## config.mk

```make
export PLATFORM = sky130hd
export DESIGN_NAME = bisw_top
export DESIGN_NICKNAME = d
export VERILOG_FILES = /design/src/hw/bisw_pkg.sv /design/src/hw/bisw_sync.sv /design/src/hw/bisw_curve_pick.sv /design/src/hw/bisw_top.sv
export VERILOG_INCLUDE_DIRS = /design/src /design/src/hw
export SDC_FILE = /design/constraint.sdc
export NUM_CORES = 1
export LEC_CHECK = 0
export ABC_AREA = 1
export BUFFER_PORTS_ARGS = -buffer_cell sky130_fd_sc_hd__buf_4
export CORE_MARGIN = 2
export CORE_UTILIZATION = 53
export CTS_BUF_LIST = sky130_fd_sc_hd__clkbuf_16
export DETAILED_ROUTE_END_ITERATION = 8
export GPL_ROUTABILITY_DRIVEN = 0
export PLACE_DENSITY = 0.79
export SETUP_SLACK_MARGIN = 0.05
export SKIP_LAST_GASP = 1
export SYNTH_ARGS = -nofsm -noshare
export SYNTH_HDL_FRONTEND = slang
export SYNTH_HIERARCHICAL = 1
export SYNTH_SLANG_ARGS = --single-unit
```

## constraint.sdc

```tcl
create_clock -name sys_clk_i -period 1.15 [get_ports sys_clk_i]
set_input_delay 0.23 -clock sys_clk_i [delete_from_list [all_inputs] [get_ports sys_clk_i]]
set_output_delay 0.23 -clock sys_clk_i [all_outputs]
set_load 0.01 [all_outputs]
```

## src/hw/bisw_cfg.svh

```systemverilog
// Constants for the binary-input and curve-select switch block.
// Assumes inclusion by the package, design and testbench files.
`ifndef BISW_CFG_SVH
`define BISW_CFG_SVH
// ********************************
// Register offsets
// ********************************
`define BISW_ADDR_W            4
`define BISW_OFF_CURVE_SEL     4'h0
`define BISW_OFF_ACTION_SEL    4'h1
`define BISW_OFF_PD_BLOCK      4'h2
`define BISW_OFF_STATUS        4'h3
`define BISW_OFF_CURVE_ACT     4'h4
// ********************************
// Reset values
// ********************************
`define BISW_RST_CURVE_SEL     8'h00
`define BISW_RST_ACTION_SEL    8'h00
`define BISW_RST_PD_BLOCK      1'h0
// ********************************
// Field positions in the action select switchgroup, and switch counts
// ********************************
`define BISW_ACT_CLR_IND       0
`define BISW_ACT_CLR_UNLATCH   1
`define BISW_ACT_CLR_ALL       2
`define BISW_ACT_GRP_SWITCH    3
`define BISW_ACT_BLK_LSB       4
`define BISW_NUM_CURVES        6
`define BISW_NUM_BLK           4
`endif

```

## src/hw/bisw_pkg.sv

```systemverilog
// Types for the binary-input and curve-select switch block.
// Assumes the constants header is on the include path.
`include "bisw_cfg.svh"
package bisw_pkg;
   typedef enum logic [2:0] {
      BISW_CURVE_DT  = 3'h0,
      BISW_CURVE_EI  = 3'h1,
      BISW_CURVE_VI  = 3'h2,
      BISW_CURVE_NI  = 3'h3,
      BISW_CURVE_LTI = 3'h4,
      BISW_CURVE_RI  = 3'h5,
      BISW_CURVE_RD  = 3'h6
   } bisw_curve_t;
endpackage : bisw_pkg

```

## src/hw/bisw_sync.sv

```systemverilog
// Two-stage synchroniser with a rising-edge pulse on the settled level.
// Assumes a single system clock; input may be fully asynchronous.
`timescale 1ns/1ns
module bisw_sync (
   input  wire logic sys_clk_i,
   input  wire logic nrst_i,
   input  wire logic async_i,
   output logic      level_o,
   output logic      rise_o
);
   logic meta_ff;
   logic sync_ff;
   logic prev_ff;

   always_ff @(posedge sys_clk_i or negedge nrst_i) begin
      if (!nrst_i) begin
         meta_ff <= 1'b0;
         sync_ff <= 1'b0;
         prev_ff <= 1'b0;
      end else begin
         meta_ff <= async_i;
         sync_ff <= meta_ff;
         prev_ff <= sync_ff;
      end
   end

   // Edge taken only from the settled stage, never the first one
   assign level_o = sync_ff;
   assign rise_o  = sync_ff & ~prev_ff;
endmodule : bisw_sync

```

## src/hw/bisw_curve_pick.sv

```systemverilog
// Priority pick of one characteristic from the one-hot curve switches.
// Assumes the curve switch register is stable in the system clock domain.
`timescale 1ns/1ns
`include "bisw_cfg.svh"
module bisw_curve_pick (
   input  wire logic [`BISW_NUM_CURVES-1:0] sel_i,
   output bisw_pkg::bisw_curve_t            curve_o
);
   import bisw_pkg::*;

   logic [`BISW_NUM_CURVES-1:0] lowest;

   // Lowest weighting factor wins when several switches are set
   assign lowest = sel_i & (~sel_i + `BISW_NUM_CURVES'(1));

   always_comb begin
      case (lowest)
         6'h01:   curve_o = BISW_CURVE_EI;
         6'h02:   curve_o = BISW_CURVE_VI;
         6'h04:   curve_o = BISW_CURVE_NI;
         6'h08:   curve_o = BISW_CURVE_LTI;
         6'h10:   curve_o = BISW_CURVE_RI;
         6'h20:   curve_o = BISW_CURVE_RD;
         default: curve_o = BISW_CURVE_DT;
      endcase
   end
endmodule : bisw_curve_pick

```

## src/hw/bisw_top.sv

```systemverilog
// Switchgroup logic: earth-fault curve select and binary input actions.
// Assumes one 25 MHz clock, a simple strobe register port, and a raw
// binary input straight from field wiring.
//
// The strobed register port and the placing of the registers were decided locally.
`timescale 1ns/1ns
`include "bisw_cfg.svh"

// Functional notes
// Six one-hot bits pick curve; none is definite-time
// Several bits set: lowest-numbered bit wins
// Switch one: input clears indications
// Switch two: clear indications and unlatch contacts
// Switch three: clear indications, memories, unlatch contacts
// Group switch on: input high selects group two
// Group switch off: input never changes group
// Software keeps group switch equal across groups
// Switches five-eight block four stage trips
// Second switchgroup bit blocks phase-discontinuity stage
// Input synchronised; clears on edge, blocks on level
module bisw_top (
   input  wire logic                      sys_clk_i,
   input  wire logic                      nrst_i,
   input  wire logic [`BISW_ADDR_W-1:0]   addr_i,
   input  wire logic [7:0]                wdata_i,
   input  wire logic                      wr_i,
   input  wire logic                      rd_i,
   output logic      [7:0]                rdata_o,
   input  wire logic                      external_binary_input_i,
   input  wire logic                      group_sel_sw_i,
   output bisw_pkg::bisw_curve_t          earth_fault_low_curve_o,
   output logic                           clear_indications_o,
   output logic                           unlatch_contacts_o,
   output logic                           clear_memorised_o,
   output logic                           setting_group2_o,
   output logic                           block_overcurrent_low_o,
   output logic                           block_overcurrent_high_o,
   output logic                           block_earth_fault_low_stage_o,
   output logic                           block_earth_fault_high_stage_o,
   output logic                           block_phase_discont_o
);
   import bisw_pkg::*;

   // ********************************
   // Registers
   // ********************************
   logic [7:0]  earth_fault_low_curve_select_ff;
   logic [7:0]  binary_input_action_select_ff;
   logic        binary_input_phase_discont_block_ff;
   logic [7:0]  rdata_ff;
   logic        clr_ind_ff;
   logic        unlatch_ff;
   logic        clr_mem_ff;
   logic        group2_ff;
   logic [`BISW_NUM_BLK-1:0] blk_ff;
   logic        blk_pd_ff;
   bisw_curve_t curve_ff;

   logic        bi_level;
   logic        bi_rise;
   bisw_curve_t nxt_curve;
   logic [7:0]  nxt_rdata;
   logic        nxt_clr_ind;
   logic        nxt_unlatch;
   logic        nxt_clr_mem;
   logic        nxt_group2;
   logic [`BISW_NUM_BLK-1:0] nxt_blk;
   logic        nxt_blk_pd;

   wire hit_curve  = (addr_i == `BISW_OFF_CURVE_SEL);
   wire hit_action = (addr_i == `BISW_OFF_ACTION_SEL);
   wire hit_pd     = (addr_i == `BISW_OFF_PD_BLOCK);
   wire hit_status = (addr_i == `BISW_OFF_STATUS);
   wire hit_cact   = (addr_i == `BISW_OFF_CURVE_ACT);

   wire sw_clr_ind = binary_input_action_select_ff[`BISW_ACT_CLR_IND];
   wire sw_clr_unl = binary_input_action_select_ff[`BISW_ACT_CLR_UNLATCH];
   wire sw_clr_all = binary_input_action_select_ff[`BISW_ACT_CLR_ALL];
   wire sw_grp     = binary_input_action_select_ff[`BISW_ACT_GRP_SWITCH];

   // ********************************
   // Binary input conditioning
   // ********************************
   bisw_sync u_sync (
      .sys_clk_i (sys_clk_i),
      .nrst_i    (nrst_i),
      .async_i   (external_binary_input_i),
      .level_o   (bi_level),
      .rise_o    (bi_rise)
   );

   // ********************************
   // Curve selection
   // ********************************
   bisw_curve_pick u_pick (
      .sel_i   (earth_fault_low_curve_select_ff[`BISW_NUM_CURVES-1:0]),
      .curve_o (nxt_curve)
   );

   // ********************************
   // Actions and blocking
   // ********************************
   // Clears are single-cycle pulses so a held input does not keep wiping
   assign nxt_clr_ind = bi_rise & (sw_clr_ind | sw_clr_unl | sw_clr_all);
   assign nxt_unlatch = bi_rise & (sw_clr_unl | sw_clr_all);
   assign nxt_clr_mem = bi_rise & sw_clr_all;
   // Group switch off leaves the externally chosen group in charge
   assign nxt_group2  = sw_grp ? bi_level : group_sel_sw_i;
   assign nxt_blk_pd  = bi_level & binary_input_phase_discont_block_ff;

   genvar g;
   generate
      for (g = 0; g < `BISW_NUM_BLK; g = g + 1) begin : g_blk
         assign nxt_blk[g] = bi_level &
                             binary_input_action_select_ff[`BISW_ACT_BLK_LSB + g];
      end
   endgenerate

   // ********************************
   // Read mux
   // ********************************
   assign nxt_rdata = hit_curve  ? earth_fault_low_curve_select_ff :
                      hit_action ? binary_input_action_select_ff :
                      hit_pd     ? {7'h00, binary_input_phase_discont_block_ff} :
                      hit_status ? {blk_pd_ff, blk_ff, group2_ff, bi_level, 1'b0} :
                      hit_cact   ? {5'h00, curve_ff} :
                                   8'h00;

   // ********************************
   // Register file
   // ********************************
   always_ff @(posedge sys_clk_i or negedge nrst_i) begin
      if (!nrst_i) begin
         earth_fault_low_curve_select_ff     <= `BISW_RST_CURVE_SEL;
         binary_input_action_select_ff       <= `BISW_RST_ACTION_SEL;
         binary_input_phase_discont_block_ff <= `BISW_RST_PD_BLOCK;
      end else if (wr_i) begin
         if (hit_curve) begin
            earth_fault_low_curve_select_ff <= wdata_i;
         end
         if (hit_action) begin
            binary_input_action_select_ff <= wdata_i;
         end
         if (hit_pd) begin
            binary_input_phase_discont_block_ff <= wdata_i[0];
         end
      end
   end

   always_ff @(posedge sys_clk_i or negedge nrst_i) begin
      if (!nrst_i) begin
         rdata_ff <= 8'h00;
      end else begin
         rdata_ff <= rd_i ? nxt_rdata : 8'h00;
      end
   end

   always_ff @(posedge sys_clk_i or negedge nrst_i) begin
      if (!nrst_i) begin
         curve_ff   <= BISW_CURVE_DT;
         clr_ind_ff <= 1'b0;
         unlatch_ff <= 1'b0;
         clr_mem_ff <= 1'b0;
         group2_ff  <= 1'b0;
         blk_ff     <= '0;
         blk_pd_ff  <= 1'b0;
      end else begin
         curve_ff   <= nxt_curve;
         clr_ind_ff <= nxt_clr_ind;
         unlatch_ff <= nxt_unlatch;
         clr_mem_ff <= nxt_clr_mem;
         group2_ff  <= nxt_group2;
         blk_ff     <= nxt_blk;
         blk_pd_ff  <= nxt_blk_pd;
      end
   end

   assign rdata_o                        = rdata_ff;
   assign earth_fault_low_curve_o        = curve_ff;
   assign clear_indications_o            = clr_ind_ff;
   assign unlatch_contacts_o             = unlatch_ff;
   assign clear_memorised_o              = clr_mem_ff;
   assign setting_group2_o               = group2_ff;
   assign block_overcurrent_low_o        = blk_ff[0];
   assign block_overcurrent_high_o       = blk_ff[1];
   assign block_earth_fault_low_stage_o  = blk_ff[2];
   assign block_earth_fault_high_stage_o = blk_ff[3];
   assign block_phase_discont_o          = blk_pd_ff;
endmodule : bisw_top

```

## Word-level counts from Yosys, hierarchy flattened

Index checks and enable logic that the tools add are counted.

| operators by class | value |
|---|---|
| eq/ne operators | 10 |
| bitwise gates (word level) | 15 |
| reductions and logical operators | 4 |
| mux-type cells | 8 |
| add/subtract/negate cells | 1 |

Operators by type and width:

| kind | number |
|---|---|
| 8-bit 2-to-1 mux | 5 |
| 3-bit case mux with 6 select lines | 1 |
| 1-bit bitwise AND | 9 |
| 4-bit by 2-bit == test with 1-bit output (second input constant) | 2 |
| 6-bit by 1-bit adder with 6-bit output (second input constant) | 1 |
| 6-bit bitwise AND | 1 |
| 6-bit by 1-bit == test with 1-bit output (second input constant) | 1 |
| 6-bit by 2-bit == test with 1-bit output (second input constant) | 1 |
| 6-bit by 3-bit == test with 1-bit output (second input constant) | 1 |
| 6-bit by 4-bit == test with 1-bit output (second input constant) | 1 |
| 6-bit by 5-bit == test with 1-bit output (second input constant) | 1 |
| 6-bit == test (second input constant) | 1 |
| 6-bit NOT | 1 |
| 2-bit AND reduction | 3 |
| 4-bit by 1-bit == test with 1-bit output (second input constant) | 1 |
| 4-bit by 3-bit == test with 1-bit output (second input constant) | 1 |
| 4-bit zero test | 1 |
| 3-bit 2-to-1 mux | 1 |
| 1-bit OR | 3 |
| 1-bit 2-to-1 mux | 1 |
| 1-bit NOT | 1 |

| word-level totals | value |
|---|---|
| output and inout port bits | 20 |
| logic and storage cells | 52 |
| input port bits | 18 |
| bits in registers | 40 |

## Depth between registers and ports, before layout

Gate-level depths: netlist (run 1).

| depth | value |
|---|---|
| depth after elaboration | 7 |
| gate-level depth with buffers | 6 |
| gate-level depth less buffers | 6 |

## Hierarchy

Netlist (run 1), hierarchy kept.

Modules (own cells, without submodules):

| module | seq. area each (um^2) | times used | cells each | area an instance (um^2) |
|---|---|---|---|---|
| bisw_top | 925.9 | 1 | 178 | 1,622.8 |
| bisw_sync | 75.1 | 1 | 5 | 85.1 |
| bisw_curve_pick | 0.0 | 1 | 14 | 62.6 |

## Least setup slack after synthesis (run 1)

OpenSTA, ideal clock, no wires.

| path | value |
|---|---|
| path type | input to register |
| from | input addr_i[3] |
| to | register binary_input_action_select_ff[2] |
| arrival time | 0.796 ns |
| path buffers | 0 |
| stages | 6 |
| required time | 1.033 ns |
| setup slack | 0.237 ns |
| setup time | 0.117 ns |
| cell sequence | nor2_8 > nand2_4 > nor2_8 > nand2_4 > nand2_1 > nand2_1 |

| between the ends | value |
|---|---|
| cells in the longest elaborated chain, start to end | 2 |

RTL lines:

| item | line | source |
|---|---|---|
| from (decl) | bisw_top.sv:24 | `` input wire logic [`BISW_ADDR_W-1:0] addr_i, `` |
| 4-bit by 1-bit == test with 1-bit output (no source line) | -- |  |
| 2-bit AND reduction (no source line) | -- |  |
| to (signal assigned) | bisw_top.sv:135 | `` binary_input_action_select_ff <= `BISW_RST_ACTION_SEL; `` |
| to (signal assigned) | bisw_top.sv:142 | `binary_input_action_select_ff <= wdata_i;` |
| to (decl) | bisw_top.sv:48 | `logic [7:0] binary_input_action_select_ff;` |

No other way between the ends.
A chain may end at the register's enable or synchronous reset.

## Final worst setup path (run 1)

| path | value |
|---|---|
| from | register blk_pd_ff, in the netlist block_phase_discont_o |
| to | output block_phase_discont_o |

RTL lines:

| item | line | source |
|---|---|---|
| from (decl) | bisw_top.sv:56 | `logic blk_pd_ff;` |
| from (signal assigned) | bisw_top.sv:174 | `blk_pd_ff <= nxt_blk_pd;` |
| to (decl) | bisw_top.sv:40 | `output logic block_phase_discont_o` |

No word-level cell between the ends.

==> results of run 1 <==
==> metal layers <==
metal | up-vias | track usage (%) | wire length [um]
li1 | 730 | - | -
met1 | 691 | 30.3 | 1580
met2 | 58 | 35.8 | 1780
met3 | 6 | 6.42 | 227
met4 | 0 | 8.21 | 48
met5 | - | 0 | 0
==> cell type report <==
cell class                      count  share of cell area (%)
Inverter                           22                    3.63
Timing Repair Buffer               43                    14.8
Clock buffer                        5                    5.50
Tap cell                           44                    2.42
Clock inverter                      3                   0.605
Sequential cell                    40                    44.0
Multi-Input combinational cell    132                    29.0
==> what timing repair did <==
action | CTS | global route
hold endpoints to repair | 40 | 0
hold buffers | 1 | 0
setup endpoints to repair | 0 | 0
==> through the flow <==
step	std cells	power, mW
global placement	280	2.40
global route	289	3.88
CTS	289	3.71
floorplan	197	2.09
detailed placement	280	2.42
finish	289	3.69
==> path summary, 6_finish.rpt <==
path | from | to | slack [ps] | cells past startpoint
hold reg to reg | u_sync/meta_ff | u_sync/level_o | 350 | 0
setup reg to reg | u_sync/level_o | clear_indications_o | 170 | 4
setup / recovery | block_phase_discont_o | block_phase_discont_o | 110 | 1
min in group asynchronous | nrst_i | clear_indications_o | 450 | 2
max in group asynchronous | nrst_i | blk_ff[3] | 360 | 2
hold / removal | external_binary_input_i | u_sync/meta_ff | 50 | 1
==> sequential cells by signal, summed over array words and instances (netlist names) <==
| signal | flops |
|---|---|
| binary_input_action_select_ff | 8 |
| binary_input_phase_discont_block_ff | 1 |
| blk_ff | 4 |
| block_phase_discont_o | 1 |
| clear_indications_o | 1 |
| clear_memorised_o | 1 |
| earth_fault_low_curve_o | 3 |
| earth_fault_low_curve_select_ff | 8 |
| rdata_o | 8 |
| setting_group2_o | 1 |
| u_sync/level_o | 1 |
| u_sync/meta_ff | 1 |
| u_sync/prev_ff | 1 |
| unlatch_contacts_o | 1 |
==> synth_stat cells <==
master    count  area share, %
a21oi_1       6            1.7
a31oi_1       1           0.35
buf_6         2            1.3
clkbuf_1      1           0.21
dfrtp_1      40             57
inv_1        20            4.2
inv_2         2           0.42
mux2_2        1           0.64
nand2_1      53             11
nand2_4       3            1.9
nand3_1      28            7.9
nand4_1       2           0.71
nor2_1       11            2.3
nor2_2        2           0.71
nor2_4        2            1.3
nor2_8        2            2.3
o21ai_0       4            1.1
o21ai_1      12            3.4
or2_0         2           0.71
or2_1         2           0.71
or2_2         1           0.35
==> logic make-up (layout without fill, tap and decap cells) <==
logic type | Yosys count | after routing | synth area share (%)
buffers and inverters | 25 | 73 | 6.15
flip-flops | 40 | 40 | 56.5
AND/OR/NAND/NOR | 108 | 108 | 30.1
AO/OA/AOI/OAI | 23 | 23 | 6.57
multiplexers | 1 | 1 | 0.636
==> power by group through the flow <==
stage	logic [mW]	registers, mW	clock network [mW]
floorplan	0.302	1.79	0
global placement	0.604	1.80	0
detailed placement	0.619	1.80	0
CTS	0.624	1.78	1.31
global route	0.703	1.81	1.37
finish	0.617	1.78	1.29
==> flow_summary.toml, run 1 <==
[setup_path]
critPathMaxStageDelay_ps = 380
crit_type = "register to primary output"
worst_setup_path_end_kind = "primary output"
startpoint_type = "register"
critPathSlowestCell = "dfrtp_1"
crit_arrival_ps = 810
crit_family = "flip-flops"
crit_chain = "buf_4"
cp_data_required_time_ps = 920
crit_buf_inv = 1
worstPathMaxFanout = 2

[sta]
hold_viol = 0
min_period_ps = 1040
setup_viol = 0
tightest_slew_ps = 480
timing.hold.ws_ps = 54.3
maxSlewViolCount = 0
fin_crit_sh_pct = 90.4
max_slew_margin_pct = 68.0
setup_tns_ps = 0
fmax_ghz = 0.962
finalClockSkew_ps = 2.58
worst_slack_ps = 110
rsz0062_at_grt = "no"

[yosys]
synth.net_count = 215
synth-seq-cells = 40
syn_area_per_cell_sq_um = 8.99
netlist_instances = 197
yosysWarnings = 6
seq_area_frac_synth_pct = 56.5
synthDistinctLibCells = 21
synthesis.area_sq_um = 1770

[routing]
drt_pass1_iterations = 4
postRouteWirelength_mm = 3.64
postRouteAntennaNets = 0
wl_per_cell_um = 12.6
drc = 0
drtIter0Drc = 90
vias = 1485
via_per_inst = 5.14

[clocking]
cts_sinks = 40
cts_buffers = 5
postCtsResizedCells = 0
cts_root_buf = "clkbuf_16"
post-cts-setup-buffers = 0
clock_latency_ps = 280
clockBufferDepth = 2
htree_levels = 2
cts_tree = "yes"
path_clk_slew_ps = 50

[pwr]
switching_share_pct = 27.2
power_frac_comb_pct = 16.7
p_per_area_nw_per_um2 = 1620
p_int_mw = 2.68
seq_power_share_pct = 48.4
leakage_nw = 1.26
p_sw_mw = 1.00
pwr-share-clk_pct = 34.9
ir_worst_vdd_v = 0.00117

[run]
drv_cap = 0

[global_routing]
grt_pass1_wl_mm = 6.02
antenna_found_initial = 0
track_usage_pct = 22.7
grt_max_degree = 41
overflow = 0
grt_pass1_vias = 1339

[layout]
layout_commonest_cell = "nand2_1"
final_area_sq_um = 2280
fin_nets = 262
multi_input_area_sq_um = 661
area_growth_pct = 28.6
layout_common_cells = "53 x nand2_1, 41 x buf_4, 40 x dfrtp_1, 28 x nand3_1, 20 x inv_1"
fillers = 252
regArea_sq_um = 1000
drive_gt1_share_pct = 25.3
post-route-util_pct = 73.3
num_antenna_cells = 0

[floorplanning]
rows = 20
die_h_um = 61.8
pin_count = 38
design.core.area_sq_um = 3100
initial_core_util_pct = 57.1
dieArea_sq_um = 3820
die_w_um = 61.8

[placement]
dp_hpwl_mm = 2.78
port_buffers = 37
post_dp_cell_area_sq_um = 2130
post-place-ws_ps = 4.77

[hold_path]
min_path_type = "input pin to register"

[status]
run_status = "complete, no violations"
Note: power is estimated with default switching activity, not from simulation.
==> run 2, diff against run 1 <==
--- a/config.mk
+++ b/config.mk
@@ -8,6 +8,7 @@
 export LEC_CHECK = 0
 export ABC_AREA = 1
 export BUFFER_PORTS_ARGS = -buffer_cell sky130_fd_sc_hd__buf_4
+export CORE_ASPECT_RATIO = 0.8
 export CORE_MARGIN = 2
 export CORE_UTILIZATION = 53
 export CTS_BUF_LIST = sky130_fd_sc_hd__clkbuf_16
==> run 2 against run 1 <==
Net effect: critical path depth stayed put; via count fell by 1.5%; hold slack about the same; count of clock-buffer cells in the layout is the same; clock skew increased by 4.5 ps; critical path type unchanged; largest power group unchanged.
==> flow_summary.toml, run 2 (synthesis results as in run 1) <==
[status]
run_status = "complete, no violations"

[floorplanning]
design.core.area_sq_um = 3130
initial_core_util_pct = 56.6
die_h_um = 55.7
rows = 18
dieArea_sq_um = 3820
die_w_um = 68.6
pin_count = 38

[layout]
area_growth_pct = 28.2
drive_gt1_share_pct = 25.1
post-route-util_pct = 72.5
final_area_sq_um = 2270
num_antenna_cells = 0
layout_common_cells = "53 x nand2_1, 40 x buf_4, 39 x dfrtp_1, 28 x nand3_1, 21 x inv_1"
layout_commonest_cell = "nand2_1"
fillers = 235
fin_nets = 260

[setup_path]
critPathMaxStageDelay_ps = 400
crit_family = "flip-flops"
worst_setup_path_end_kind = "primary output"
cp_data_required_time_ps = 920
critPathSlowestCell = "dfrtp_1"
startpoint_type = "register"
crit_type = "register to primary output"
crit_buf_inv = 1
crit_chain = "buf_4"
worstPathMaxFanout = 2
crit_arrival_ps = 830

[placement]
dp_hpwl_mm = 2.86
port_buffers = 37
post_dp_cell_area_sq_um = 2090

[clocking]
cts_buffers = 5
post-cts-setup-buffers = 0
cts_tree = "yes"
path_clk_slew_ps = 60
clockBufferDepth = 2
cts_root_buf = "clkbuf_16"
cts_sinks = 40
clock_latency_ps = 280
htree_levels = 2

[sta]
max_slew_margin_pct = 67.7
timing.hold.ws_ps = 54.3
hold_viol = 0
min_period_ps = 1060
maxSlewViolCount = 0
tightest_slew_ps = 485
setup_tns_ps = 0
finalClockSkew_ps = 7.07
setup_viol = 0
fin_crit_sh_pct = 92.3
fmax_ghz = 0.942
rsz0062_at_grt = "no"

[pwr]
power_mw = 3.94
leakage_nw = 1.25
ir_worst_vdd_v = 0.00121
p_per_area_nw_per_um2 = 1730

[run]
drv_cap = 0

[routing]
postRouteAntennaNets = 0
drc = 0
drtIter0Drc = 99
vias = 1463
postRouteWirelength_mm = 3.88
drt_pass1_iterations = 4
wl_per_cell_um = 13.7
via_per_inst = 5.17

[hold_path]
min_path_type = "input pin to register"

[global_routing]
grt_pass1_wl_mm = 6.47
track_usage_pct = 23.2
antenna_found_initial = 0
grt_max_degree = 41
grt_pass1_vias = 1402
overflow = 0
[run 2: report_power, final]
part           leakage [nW]  internal, mW  total [mW]  switching, mW
sequential            0.516          1.62        1.79          0.173
clock                0.0850          1.01        1.52          0.511
combinational         0.653         0.277       0.625          0.348
total                  1.25          2.90        3.94           1.03
[run 2: area by class of cell]
cell class                      count  area [sq um]  area share [%]
Clock buffer                        5           125            5.51
Timing Repair Buffer               41           310            13.7
Tap cell                           40          50.0            2.21
Multi-Input combinational cell    132           661            29.1
Clock inverter                      3          38.8            1.71
Sequential cell                    40          1000            44.2
Inverter                           22          82.6            3.64
[run 2: worst paths after layout]
| check | slack (ps) | cells after the start | start | endpoint |
|---|---|---|---|---|
| max | 90 | 1 | blk_ff[0] | block_overcurrent_low_o |
| min | 50 | 1 | external_binary_input_i | u_sync/meta_ff |
| max reg2reg | 210 | 4 | u_sync/level_o | clear_indications_o |
| min reg2reg | 350 | 0 | u_sync/meta_ff | u_sync/level_o |
| max in group asynchronous | 330 | 2 | nrst_i | u_sync/level_o |
| min in group asynchronous | 460 | 2 | nrst_i | unlatch_contacts_o |
[run 2: through the flow]
step / worst slack, ps / instances
floorplan: 237 / 197
global placement: 42.6 / 274
detailed placement: 30.0 / 274
CTS: 89.1 / 283
global route: 64.0 / 283
finish: 88.3 / 283
[run 2: metal layers]
metal | track usage, % | routed length [um] | vias up
li1 | - | - | 719
met1 | 32.0 | 1770 | 678
met2 | 34.8 | 1790 | 59
met3 | 8.10 | 253 | 7
met4 | 6.00 | 63 | 0
met5 | 0 | 0 | -
[run 2: what timing repair did]
item,CTS,global route
setup endpoints to repair,0,2
hold buffers,1,0
resized for setup,0,1
endpoints found under the hold margin,40,0
==> run 3, diff against run 2 <==
--- a/config.mk
+++ b/config.mk
@@ -14,7 +14,7 @@
 export CTS_BUF_LIST = sky130_fd_sc_hd__clkbuf_16
 export DETAILED_ROUTE_END_ITERATION = 8
 export GPL_ROUTABILITY_DRIVEN = 0
-export PLACE_DENSITY = 0.79
+export PLACE_DENSITY = 0.78
 export SETUP_SLACK_MARGIN = 0.05
 export SKIP_LAST_GASP = 1
 export SYNTH_ARGS = -nofsm -noshare
==> run 3 against run 2 <==
Net effect: register-to-register slack hardly changed; clock power is 14% lower; total power is 5.3% lower; hold slack worse by 4.4 ps; sequential power hardly changed; worst setup slack better by 6.0 ps; wire length is 3.9% higher; count of clock-buffer cells in the layout stayed put; clock skew is 5.1 ps lower; highest routed layer unchanged.
==> flow_summary.toml, run 3 (synthesis results as in run 1) <==
[status]
run_status = "complete, no violations"

[sta]
setup_viol = 0
rsz0062_at_grt = "no"
setup_tns_ps = 0
fmax_ghz = 0.947
timing.hold.ws_ps = 49.9
hold_viol = 0
maxSlewViolCount = 0
min_period_ps = 1060
worst_slack_ps = 94.2
tightest_slew_ps = 490
fin_crit_sh_pct = 91.8
max_slew_margin_pct = 67.3
finalClockSkew_ps = 1.94

[clocking]
path_clk_slew_ps = 50
clockBufferDepth = 2
cts_tree = "yes"
clock_latency_ps = 280
postCtsResizedCells = 0
htree_levels = 2
cts_root_buf = "clkbuf_16"
cts_sinks = 40
cts_buffers = 5

[floorplanning]
die_h_um = 55.7
rows = 18
die_w_um = 68.6
pin_count = 38
initial_core_util_pct = 56.6
design.core.area_sq_um = 3130
dieArea_sq_um = 3820

[pwr]
p_sw_mw = 1.04
ir_worst_vdd_v = 0.00109
seq_power_share_pct = 47.9
power_frac_comb_pct = 17.1
pwr-share-clk_pct = 35.0
switching_share_pct = 28.0
p_int_mw = 2.69
leakage_nw = 1.26
power_mw = 3.73
p_per_area_nw_per_um2 = 1640

[global_routing]
overflow = 0
busiest_layer = "met2"
antenna_found_initial = 0
grt_max_degree = 41
track_usage_pct = 24.4
grt_pass1_wl_mm = 6.79
grt_use_met3_pct = 8.10
grt_pass1_vias = 1492
grtUsageMet1_pct = 34.2
met2_usage_pct = 35.3

[routing]
drtIter0Drc = 89
wl_per_cell_um = 14.1
vias = 1532
postRouteWirelength_mm = 4.03
postRouteAntennaNets = 0
drc = 0
drt_pass1_iterations = 5
via_per_inst = 5.34

[setup_path]
worst_setup_path_end_kind = "primary output"
startpoint_type = "register"
critPathSlowestCell = "dfrtp_1"
worstPathMaxFanout = 2
crit_family = "flip-flops"
crit_type = "register to primary output"
reg2reg_setup_slack_ps = 210
crit_chain = "buf_4"
crit_arrival_ps = 830
crit_buf_inv = 1
cp_data_required_time_ps = 920
critPathMaxStageDelay_ps = 390

[placement]
post-place-ws_ps = 6.31
dp_hpwl_mm = 3.00
port_buffers = 37

[layout]
layout_commonest_cell = "nand2_1"
fin_nets = 264
fillers = 250
post-route-util_pct = 72.6
drive_gt1_share_pct = 25.9
num_antenna_cells = 0
layout_common_cells = "53 x nand2_1, 44 x buf_4, 40 x dfrtp_1, 28 x nand3_1, 20 x inv_1"
area_growth_pct = 28.4

[hold_path]
min_path_type = "input pin to register"

[run]
drv_cap = 0
-- run 3: repair_timing --
item / CTS / global route
endpoints found under the hold margin: 40 / 0
buffers inserted: 0 / 0
hold buffers: 1 / 0
-- run 3: power by group through the flow --
| stage | combinational, mW | clock (mW) | sequential (mW) |
|---|---|---|---|
| after global placement | 0.610 | 0 | 1.80 |
| final | 0.638 | 1.30 | 1.79 |
| after detailed placement | 0.631 | 0 | 1.80 |
| after global routing | 0.718 | 1.38 | 1.81 |
| after CTS | 0.639 | 1.32 | 1.78 |
| after floorplan | 0.302 | 0 | 1.79 |
-- run 3: metal layers --
metal,vias up,part of all wire (%)
li1,731,-
met1,733,45
met2,59,46
met3,9,7.4
met4,0,1.6
met5,-,0
-- run 3: through the flow --
stage | cell area, sq um | instances
6_report | 2270 | 287
5_1_grt | 2270 | 287
4_1_cts | 2270 | 287
3_5_place_dp | 2120 | 278
3_3_place_gp | 2120 | 278
2_1_floorplan | 1770 | 197
-- run 3: final cells by class --
type                    count  area, sq um  share of cell area [%]
well taps                  40         50.0                    2.20
inverters                  22         82.6                    3.63
multi-input cells         132          661                    29.1
repair buffers             45          340                    15.0
clock inverters             3         13.8                   0.605
clock buffers               5          125                    5.50
flip-flops and latches     40         1000                    44.0
-- run 3: worst paths after layout --
path / startpoint / end / cells after the start
worst max-delay path: block_phase_discont_o / block_phase_discont_o / 1
worst min-delay path: external_binary_input_i / u_sync/meta_ff / 1
worst max register to register: binary_input_action_select_ff[6] / rdata_o[6] / 3
worst min register to register: u_sync/meta_ff / u_sync/level_o / 0
max in group asynchronous: nrst_i / earth_fault_low_curve_select_ff[1] / 2
min in group asynchronous: nrst_i / rdata_o[3] / 2
